<file path="src/shared/rate_params.svh">
// constants of the rate divider and result format
`ifndef RATE_PARAMS_SVH
`define RATE_PARAMS_SVH

// rate control register fields
`define RATE_CTRL_WIDTH 16
`define RATE_COARSE_MSB 15
`define RATE_COARSE_LSB 13
`define RATE_IGNORED_MSB 12
`define RATE_IGNORED_LSB 11
`define RATE_FINE_MSB 10
`define RATE_FINE_LSB 0
`define RATE_IGNORED_MASK 16'he7ff
`define RATE_CTRL_RESET 16'h0000

// divider arithmetic
`define DIV_WIDTH 17
`define DIV_BASE_CYCLES 9'h180
`define FINE_LIMIT 11'h5ff
`define FINE_FRACTION_SHIFT 2
`define DIV_RESET 17'h00600

// result word layout
`define CHAN_WIDTH 24
`define RESULT_WIDTH 96
`define CHAN0_MSB 95
`define CHAN0_LSB 72
`define CHAN1_MSB 71
`define CHAN1_LSB 48
`define CHAN2_MSB 47
`define CHAN2_LSB 24
`define CHAN3_MSB 23
`define CHAN3_LSB 0
`define SHORT_WIDTH 19
`define DEVICE_TAG_WIDTH 3

// result buffering
`define FIFO_DEPTH 16

`endif

</file>
<file path="src/shared/rate_pkg.sv">
// types and decoders of the rate divider and result format
package rate_pkg;
    typedef logic [23:0] chan_result_type;
    typedef logic [95:0] result_word_type;
    typedef logic [16:0] divider_type;

    typedef enum logic [1:0] {
        OUT_EMPTY = 2'b00,
        OUT_FULL = 2'b01
    } out_state_type;

    // coarse cycle factor per coarse code
    function automatic logic [7:0] coarseFactor(input logic [2:0] code);
        case (code)
            3'h0: coarseFactor = 8'h04;
            3'h1: coarseFactor = 8'h80;
            3'h2: coarseFactor = 8'h40;
            3'h3: coarseFactor = 8'h20;
            3'h4: coarseFactor = 8'h10;
            3'h5: coarseFactor = 8'h08;
            3'h6: coarseFactor = 8'h02;
            default: coarseFactor = 8'h01;
        endcase
    endfunction

    // fine cycle factor in quarter cycles per coarse code
    function automatic logic [7:0] fineQuarters(input logic [2:0] code);
        case (code)
            3'h0: fineQuarters = 8'h04;
            3'h1: fineQuarters = 8'h80;
            3'h2: fineQuarters = 8'h40;
            3'h3: fineQuarters = 8'h20;
            3'h4: fineQuarters = 8'h10;
            3'h5: fineQuarters = 8'h08;
            3'h6: fineQuarters = 8'h02;
            default: fineQuarters = 8'h01;
        endcase
    endfunction
endpackage

</file>
<file path="src/shared/stream_if.sv">
// valid/ready word stream between the block's own modules
`timescale 1ns/1ps
interface stream_if #(parameter int WIDTH = 96);
    logic valid;
    logic ready;
    logic [WIDTH-1:0] data;
    modport source (output valid, output data, input ready);
    modport sink (input valid, input data, output ready);
endinterface

</file>
<file path="src/result_fifo.sv">
// result word fifo with valid/ready on both sides
`timescale 1ns/1ps
module result_fifo #(
    parameter int WIDTH = 96,
    parameter int DEPTH = 16
) (
    // clock and reset
    input wire logic ref_clk,
    input wire logic rst_b,
    // streams
    stream_if.sink fillSide,
    stream_if.source drainSide
);
    localparam int PW = $clog2(DEPTH);

    logic [WIDTH-1:0] mem [DEPTH];
    logic [PW-1:0] wrPtr_reg, wrPtr_next;
    logic [PW-1:0] rdPtr_reg, rdPtr_next;
    logic [PW:0] level_reg, level_next;
    logic push, pop;

    assign fillSide.ready = (level_reg != (PW+1)'(DEPTH));
    assign drainSide.valid = (level_reg != '0);
    assign drainSide.data = mem[rdPtr_reg];

    always_comb begin
        push = fillSide.valid && fillSide.ready;
        pop = drainSide.valid && drainSide.ready;
        wrPtr_next = push ? wrPtr_reg + 1'b1 : wrPtr_reg;
        rdPtr_next = pop ? rdPtr_reg + 1'b1 : rdPtr_reg;
        level_next = level_reg;
        if (push && !pop) begin
            level_next = level_reg + 1'b1;
        end else if (pop && !push) begin
            level_next = level_reg - 1'b1;
        end
    end

    always_ff @(posedge ref_clk) begin
        if (!rst_b) begin
            wrPtr_reg <= '0;
            rdPtr_reg <= '0;
            level_reg <= '0;
        end else begin
            wrPtr_reg <= wrPtr_next;
            rdPtr_reg <= rdPtr_next;
            level_reg <= level_next;
        end
    end

    always_ff @(posedge ref_clk) begin
        if (push) begin
            mem[wrPtr_reg] <= fillSide.data;
        end
    end
endmodule

</file>
<file path="src/rate_divider.sv">
// output data period counter driven by the rate control value
`timescale 1ns/1ps
`include "rate_params.svh"
module rate_divider
    import rate_pkg::*;
(
    // clock and reset
    input wire logic ref_clk,
    input wire logic rst_b,
    // setting
    input wire logic [15:0] rateControl,
    // period marker and active divider
    output logic convTick,
    output divider_type activeDivider
);
    logic [2:0] coarse;
    logic [10:0] fine;
    logic [17:0] baseCycles;
    logic [18:0] fineQuarterCycles;
    logic [17:0] sum;
    divider_type newDivider;
    divider_type count_reg, count_next;
    divider_type active_reg, active_next;
    logic tick_reg, tick_next;

    always_comb begin
        coarse = rateControl[`RATE_COARSE_MSB:`RATE_COARSE_LSB];
        fine = rateControl[`RATE_FINE_MSB:`RATE_FINE_LSB];
        // fine values above the limit act as the limit
        if (fine > `FINE_LIMIT) begin
            fine = `FINE_LIMIT;
        end
        baseCycles = 18'(coarseFactor(coarse)) * 18'(`DIV_BASE_CYCLES);
        fineQuarterCycles = 19'(fineQuarters(coarse)) * 19'(fine);
        sum = baseCycles + 18'(fineQuarterCycles >> `FINE_FRACTION_SHIFT);
        newDivider = sum[16:0];
    end

    always_comb begin
        tick_next = 1'b0;
        count_next = count_reg + 1'b1;
        active_next = active_reg;
        if (count_reg >= active_reg - 1'b1) begin
            count_next = '0;
            tick_next = 1'b1;
            active_next = newDivider;
        end
    end

    always_ff @(posedge ref_clk) begin
        if (!rst_b) begin
            count_reg <= '0;
            active_reg <= `DIV_RESET;
            tick_reg <= 1'b0;
        end else begin
            count_reg <= count_next;
            active_reg <= active_next;
            tick_reg <= tick_next;
        end
    end

    assign convTick = tick_reg;
    assign activeDivider = active_reg;
endmodule

</file>
<file path="src/adc_rate_result.sv">
// rate control, result packing and result buffering of the converter output side
//
// Operation
// - wide mode packs channels 0..3 into bits 95:72, 71:48, 47:24, 23:0
// - wide layout only while wide select set; else 19-bit tagged layout
// - each device contributes one 96-bit result word per read
// - result still held while the fifo is full is overwritten when the next conversion completes
// - output rate is oscillator clock divided by an integer divider
// - divider is coarse factor times 384 plus fine factor times fine value
// - fractional divider results truncate down to an integer
// - rate control writes and reads carry exactly 16 bits
// - new rate value takes effect within one conversion period
// - coarse code in bits 15:13 decodes to factors 4,128,64,32,16,8,2,1
// - fine field in bits 10:0 lengthens period by value times fine factor; values above 0x5ff act as 0x5ff
// - fine factor per coarse code: 1,32,16,8,4,2,1/2,1/4 cycles
`timescale 1ns/1ps
`include "rate_params.svh"
module adc_rate_result
    import rate_pkg::*;
#(
    // device address tag in the short format; value is arbitrary
    parameter logic [2:0] DEVICE_TAG = 3'h0
) (
    // oscillator input clock and reset
    input wire logic ref_clk,
    input wire logic rst_b,
    // rate control register port
    input wire logic rateWrite,
    input wire logic [15:0] rateWriteData,
    output logic [15:0] rateReadData,
    // configuration
    input wire logic wideResultSelect,
    // channel results from the filters
    input wire logic [23:0] chanZeroResult,
    input wire logic [23:0] chanOneResult,
    input wire logic [23:0] chanTwoResult,
    input wire logic [23:0] chanThreeResult,
    // result read port
    input wire logic resultReady,
    output logic resultValid,
    output logic [95:0] resultWord,
    // status
    output logic convDone,
    output logic resultOverwritten
);

    ////////////////////////////////////////////////////////////////////////////
    // packing of one result word

    function automatic result_word_type packWide(
        input chan_result_type c0,
        input chan_result_type c1,
        input chan_result_type c2,
        input chan_result_type c3
    );
        result_word_type w;
        w = '0;
        w[`CHAN0_MSB:`CHAN0_LSB] = c0;
        w[`CHAN1_MSB:`CHAN1_LSB] = c1;
        w[`CHAN2_MSB:`CHAN2_LSB] = c2;
        w[`CHAN3_MSB:`CHAN3_LSB] = c3;
        packWide = w;
    endfunction

    // 19 data bits, device tag, channel tag
    function automatic logic [23:0] shortField(
        input chan_result_type c,
        input logic [1:0] chanTag
    );
        shortField = {c[`CHAN_WIDTH-1:`CHAN_WIDTH-`SHORT_WIDTH], DEVICE_TAG, chanTag};
    endfunction

    function automatic result_word_type packShort(
        input chan_result_type c0,
        input chan_result_type c1,
        input chan_result_type c2,
        input chan_result_type c3
    );
        packShort = {shortField(c0, 2'h0), shortField(c1, 2'h1),
                     shortField(c2, 2'h2), shortField(c3, 2'h3)};
    endfunction

    ////////////////////////////////////////////////////////////////////////////
    // rate control register

    logic [15:0] rateCtrl_reg, rateCtrl_next;

    always_comb begin
        rateCtrl_next = rateCtrl_reg;
        if (rateWrite) begin
            rateCtrl_next = rateWriteData & `RATE_IGNORED_MASK;
        end
    end

    always_ff @(posedge ref_clk) begin
        if (!rst_b) begin
            rateCtrl_reg <= `RATE_CTRL_RESET;
        end else begin
            rateCtrl_reg <= rateCtrl_next;
        end
    end

    assign rateReadData = rateCtrl_reg;

    ////////////////////////////////////////////////////////////////////////////
    // conversion period

    logic tick;

    rate_divider divider (
        .ref_clk(ref_clk),
        .rst_b(rst_b),
        .rateControl(rateCtrl_reg),
        .convTick(tick),
        .activeDivider()
    );

    ////////////////////////////////////////////////////////////////////////////
    // holding register, overwritten when not yet moved on

    stream_if #(.WIDTH(`RESULT_WIDTH)) toFifo ();
    stream_if #(.WIDTH(`RESULT_WIDTH)) fromFifo ();

    result_word_type hold_reg, hold_next;
    logic holdValid_reg, holdValid_next;
    logic overwrite_reg, overwrite_next;
    logic done_reg, done_next;
    result_word_type captured;

    always_comb begin
        if (wideResultSelect) begin
            captured = packWide(chanZeroResult, chanOneResult,
                                chanTwoResult, chanThreeResult);
        end else begin
            captured = packShort(chanZeroResult, chanOneResult,
                                 chanTwoResult, chanThreeResult);
        end
        hold_next = hold_reg;
        holdValid_next = holdValid_reg;
        overwrite_next = 1'b0;
        done_next = tick;
        if (holdValid_reg && toFifo.ready) begin
            holdValid_next = 1'b0;
        end
        // new result wins over the hand-off in the same cycle
        if (tick) begin
            hold_next = captured;
            holdValid_next = 1'b1;
            overwrite_next = holdValid_reg && !toFifo.ready;
        end
    end

    always_ff @(posedge ref_clk) begin
        if (!rst_b) begin
            hold_reg <= '0;
            holdValid_reg <= 1'b0;
            overwrite_reg <= 1'b0;
            done_reg <= 1'b0;
        end else begin
            hold_reg <= hold_next;
            holdValid_reg <= holdValid_next;
            overwrite_reg <= overwrite_next;
            done_reg <= done_next;
        end
    end

    assign toFifo.valid = holdValid_reg;
    assign toFifo.data = hold_reg;
    assign convDone = done_reg;
    assign resultOverwritten = overwrite_reg;

    ////////////////////////////////////////////////////////////////////////////
    // buffering

    result_fifo #(
        .WIDTH(`RESULT_WIDTH),
        .DEPTH(`FIFO_DEPTH)
    ) buffer (
        .ref_clk(ref_clk),
        .rst_b(rst_b),
        .fillSide(toFifo),
        .drainSide(fromFifo)
    );

    ////////////////////////////////////////////////////////////////////////////
    // registered read port

    out_state_type outState_reg, outState_next;
    result_word_type outWord_reg, outWord_next;
    logic take;
    logic valid_reg, valid_next;

    always_comb begin
        outState_next = outState_reg;
        outWord_next = outWord_reg;
        take = 1'b0;
        case (outState_reg)
            OUT_EMPTY: begin
                take = 1'b1;
            end
            OUT_FULL: begin
                take = resultReady;
            end
            default: begin
                take = 1'b0;
            end
        endcase
        if (take) begin
            if (fromFifo.valid) begin
                outState_next = OUT_FULL;
                outWord_next = fromFifo.data;
            end else begin
                outState_next = OUT_EMPTY;
            end
        end
        valid_next = (outState_next == OUT_FULL);
    end

    assign fromFifo.ready = take;

    always_ff @(posedge ref_clk) begin
        if (!rst_b) begin
            outState_reg <= OUT_EMPTY;
            outWord_reg <= '0;
            valid_reg <= 1'b0;
        end else begin
            outState_reg <= outState_next;
            outWord_reg <= outWord_next;
            valid_reg <= valid_next;
        end
    end

    assign resultValid = valid_reg;
    assign resultWord = outWord_reg;

endmodule

</file>
<file path="config.mk">
export PLATFORM = sky130hd
export DESIGN_NAME = adc_rate_result
export DESIGN_NICKNAME = d
export VERILOG_FILES = /design/src/shared/rate_pkg.sv /design/src/shared/stream_if.sv /design/src/result_fifo.sv /design/src/rate_divider.sv /design/src/adc_rate_result.sv
export VERILOG_INCLUDE_DIRS = /design/src /design/src/shared
export SDC_FILE = /design/constraint.sdc
export NUM_CORES = 2
export LEC_CHECK = 0
export BUFFER_PORTS_ARGS = -buffer_cell sky130_fd_sc_hd__buf_2
export CORE_UTILIZATION = 26
export CTS_CLUSTER_DIAMETER = 40
export DETAILED_ROUTE_END_ITERATION = 16
export GPL_TIMING_DRIVEN = 0
export PLACE_DENSITY_LB_ADDON = 0.2
export SYNTH_ARGS = -nofsm -noshare
export SYNTH_HDL_FRONTEND = slang
export SYNTH_SLANG_ARGS = --single-unit
</file>
<file path="constraint.sdc">
create_clock -name ref_clk -period 17.8 [get_ports ref_clk]
set_input_delay 1.78 -clock ref_clk [delete_from_list [all_inputs] [get_ports ref_clk]]
set_output_delay 1.78 -clock ref_clk [all_outputs]
set_load 0.02 [all_outputs]
</file>
==> impl_metrics.json <==
{
  "status": "complete, no violations",
  "ys_warn_count": 0,
  "drv_slew": 0,
  "p_per_area_mw_per_mm2": 146,
  "worst_pin_slew_ps": 1370,
  "hpwl_um": 140000,
  "largest_reg_flops": 1536,
  "utilization_pct": 33.0,
  "crit_type": "reg -> reg",
  "hold_viol_final": 0,
  "place.gp.congestion": 0.730,
  "antenna_found_initial": 12,
  "synth_top_area_cell": "edfxtp_1",
  "p_int_mw": 9.45,
  "crit_fanout": 9,
  "cp-start-kind": "flip-flop",
  "cts_root_buf": "clkbuf_16",
  "pwr-share-clk_pct": 46.7,
  "timing.hold.ws_ps": 449,
  "synth_edf_count": 1536,
  "fp.dieH_um": 524,
  "clk_pin_slew_ps": 50,
  "avgSynthCellArea_um2": 19.3,
  "via_count": 37197,
  "overflow": 0,
  "cts-buffers-inserted": 313,
  "areaGrowthSynthToFinish_pct": 26.3,
  "fin_nets": 4606,
  "max_cap_viol_count": 0,
  "route.detailed.drc": 0,
  "p_comb_share_pct": 17.6,
  "synth_top_area_share_pct": 65.1,
  "synth_cells": 3678,
  "async_flop_share_pct": 0,
  "h-tree-depth": 5,
  "yosysMostFrequentCell": "edfxtp_1",
  "drt_iter0_drc": 3130,
  "fmax_mhz": 134,
  "num_rows": 191,
  "ctsHoldBuffers": 0,
  "yosys-top-cells-count": "edfxtp_1 (1,536), mux4_2 (480), nor2_1 (270), dfxtp_1 (260), nand2_1 (230)",
  "synth-seq-area-share_pct": 72.4,
  "netlist_area_mm2": 0.0709,
  "power_frac_seq_pct": 35.7,
  "cp.required_ps": 18400,
  "grt_pass1_wl_um": 297000,
  "arrival_ps": 8060,
  "die_area_mm2": 0.275,
  "min_from": "resultWord[90]",
  "r2r_start": "rateReadData[13]",
  "start_util_pct": 26.2,
  "drive_gt1_share_pct": 31.4,
  "timing.hold.worst_path_depth": 2,
  "irDropWorstVdd_v": 0.0000768,
  "switching_share_pct": 27.8,
  "portBuffers": 226,
  "ff2ff_setup_slack_ps": 10340,
  "holdCritPathClass": "reg -> reg",
  "holdPathEnd": "resultWord[90]",
  "track_usage_pct": 15.3,
  "ios": 232,
  "p_sw_mw": 3.63,
  "synthTopCellsByArea": "edfxtp_1 (65%), mux4_2 (15%), dfxtp_1 (7.3%)",
  "slew_headroom_pct": 8.39,
  "r2r_cells": 25,
  "p_leak_nw": 27.9,
  "timing.final.crit_share_pct": 41.9,
  "setup_viol_count_final": 0,
  "cts_buffer_depth": 4,
  "skew_ps": 111,
  "synth_cell_types": 49,
  "design.core.area_mm2": 0.271,
  "synth-seq-cells": 1796,
  "wl_um": 211000,
  "avgRoutedWirePerCell_um": 25.8,
  "cts_tree": "yes",
  "clk_latency_ps": 870,
  "die_w_um": 524,
  "r2r-end": "divider.activeDivider[16]",
  "avgViaCountPerCell": 4.55,
  "ant_nets": 0,
  "cts_resized": 0,
  "grt_max_degree": 21,
  "first_pass_iters": 5,
  "post_cts.repair.setup_buffers": 0,
  "rsz0062_at_grt": "no",
  "ys.flop_type": "edfxtp_1",
  "critPathCaptureType": "flip-flop",
  "cts.sinks": 1796,
  "grt_pass1_vias": 38744,
  "min_period_ps": 7460
}
## metrics by stage
stage | area, um^2 | std cells | setup slack, ps | TNS, ps | power, mW
finish | 89500 | 8179 | 10340 | 0 | 13.1
global route | 89500 | 8177 | 9710 | 0 | 13.6
CTS | 89500 | 8176 | 10210 | 0 | 13.3
detailed placement | 78700 | 7604 | 10250 | 0 | 7.13
global placement | 76500 | 7476 | -2200 | -753390 | 7.13
floorplan | 70900 | 3680 | 9450 | 0 | 6.17
## area by class of cell
class                      count  area, um^2
antenna                        3        7.51
buffer                       187         927
clock buffer                 367        8280
clock inverter               205        2540
fill                       25974      182000
inverter                      94         353
multi-input combinational   1603       18400
sequential                  1796       51300
tap                         3570        4470
timing repair buffer         354        3190
## how the worst max path moves through the flow
stage	start	end	depth (start not counted)
floorplan	buffer.level_reg[0]	buffer.mem[3][0]	4
global placement	buffer.level_reg[0]	buffer.mem[0][40]	4
detailed placement	rateReadData[13]	divider.activeDivider[16]	25
CTS	rateReadData[13]	divider.activeDivider[16]	25
global route	rateReadData[13]	divider.activeDivider[16]	25
finish	rateReadData[13]	divider.activeDivider[16]	25
## cell families (layout without fill, tap and decap cells)
logic type | after synthesis | in the layout | share of synthesized area, %
other | 2 | 7 | 0.0106
XOR/XNOR | 68 | 68 | 0.860
AO/OA/AOI/OAI | 221 | 221 | 1.71
adder cells (fa/ha/maj) | 140 | 140 | 3.08
flip-flops | 1796 | 1796 | 72.4
buffers and inverters | 281 | 1207 | 1.80
AND/OR/NAND/NOR | 584 | 584 | 3.37
multiplexers | 586 | 586 | 16.8
## power by group through the flow
stage | logic [mW] | registers, mW | clock network, mW
final | 2.30 | 4.67 | 6.11
after global routing | 2.47 | 4.68 | 6.40
after CTS | 2.38 | 4.67 | 6.22
after detailed placement | 2.38 | 4.75 | 0
after global placement | 2.37 | 4.75 | 0
after floorplan | 1.33 | 4.84 | 0
## cell usage in the layout (no fill, tap or decap), types with 7 or more instances in the layout
cell type,netlist,final
a211oi_1,7,7
buf_12,0,58
ha_1,83,83
buf_1,38,37
and2_1,7,7
nor2_4,0,12
a21oi_1,147,147
nor3_1,11,7
clkinvlp_4,0,37
nor2_1,270,258
mux2i_1,106,106
clkinv_2,0,49
dfxtp_1,260,260
buf_16,0,7
buf_2,24,251
fa_1,57,57
buf_4,32,36
clkinv_16,0,7
nand3_1,13,13
mux4_2,480,480
a21o_1,12,12
nand2_1,230,230
xor2_1,26,26
buf_6,9,64
clkbuf_8,0,16
clkbuf_16,0,317
bufinv_16,0,40
inv_6,0,22
nor2b_1,24,24
o21ai_0,33,33
xnor2_1,41,41
clkinv_1,0,18
edfxtp_1,1536,1536
inv_1,92,92
clkinv_4,0,23
clkbuf_1,84,113
## routing by layer
| metal | GRT usage [%] | up-vias | part of all wire (%) |
|---|---|---|---|
| met3 | 2.69 | 313 | 5.2 |
| met2 | 24.6 | 1028 | 47 |
| met4 | 4.37 | 8 | 2.5 |
| met1 | 21.2 | 19853 | 45 |
| met5 | 0 | - | 0.022 |
| li1 | - | 15995 | - |
## worst max-delay path, stage by stage (launching register included)
cell and delay [ps]:
dfxtp_1 330, clkbuf_1 350, or3b_2 470, clkbuf_1 210
inv_1 290, o21ai_0 190, fa_1 500, fa_1 500
inv_1 50, fa_1 480, inv_1 60, fa_1 490
inv_1 40, ha_1 310, and2_1 190, and4_1 200
a211oi_1 520, o21ai_0 190, a21oi_1 210, xnor2_1 100
ha_1 260, o41ai_1 540, o21ai_0 170, xnor3_1 410
mux2i_1 160, nor2_1 50
(Power assumes the default switching activity.)
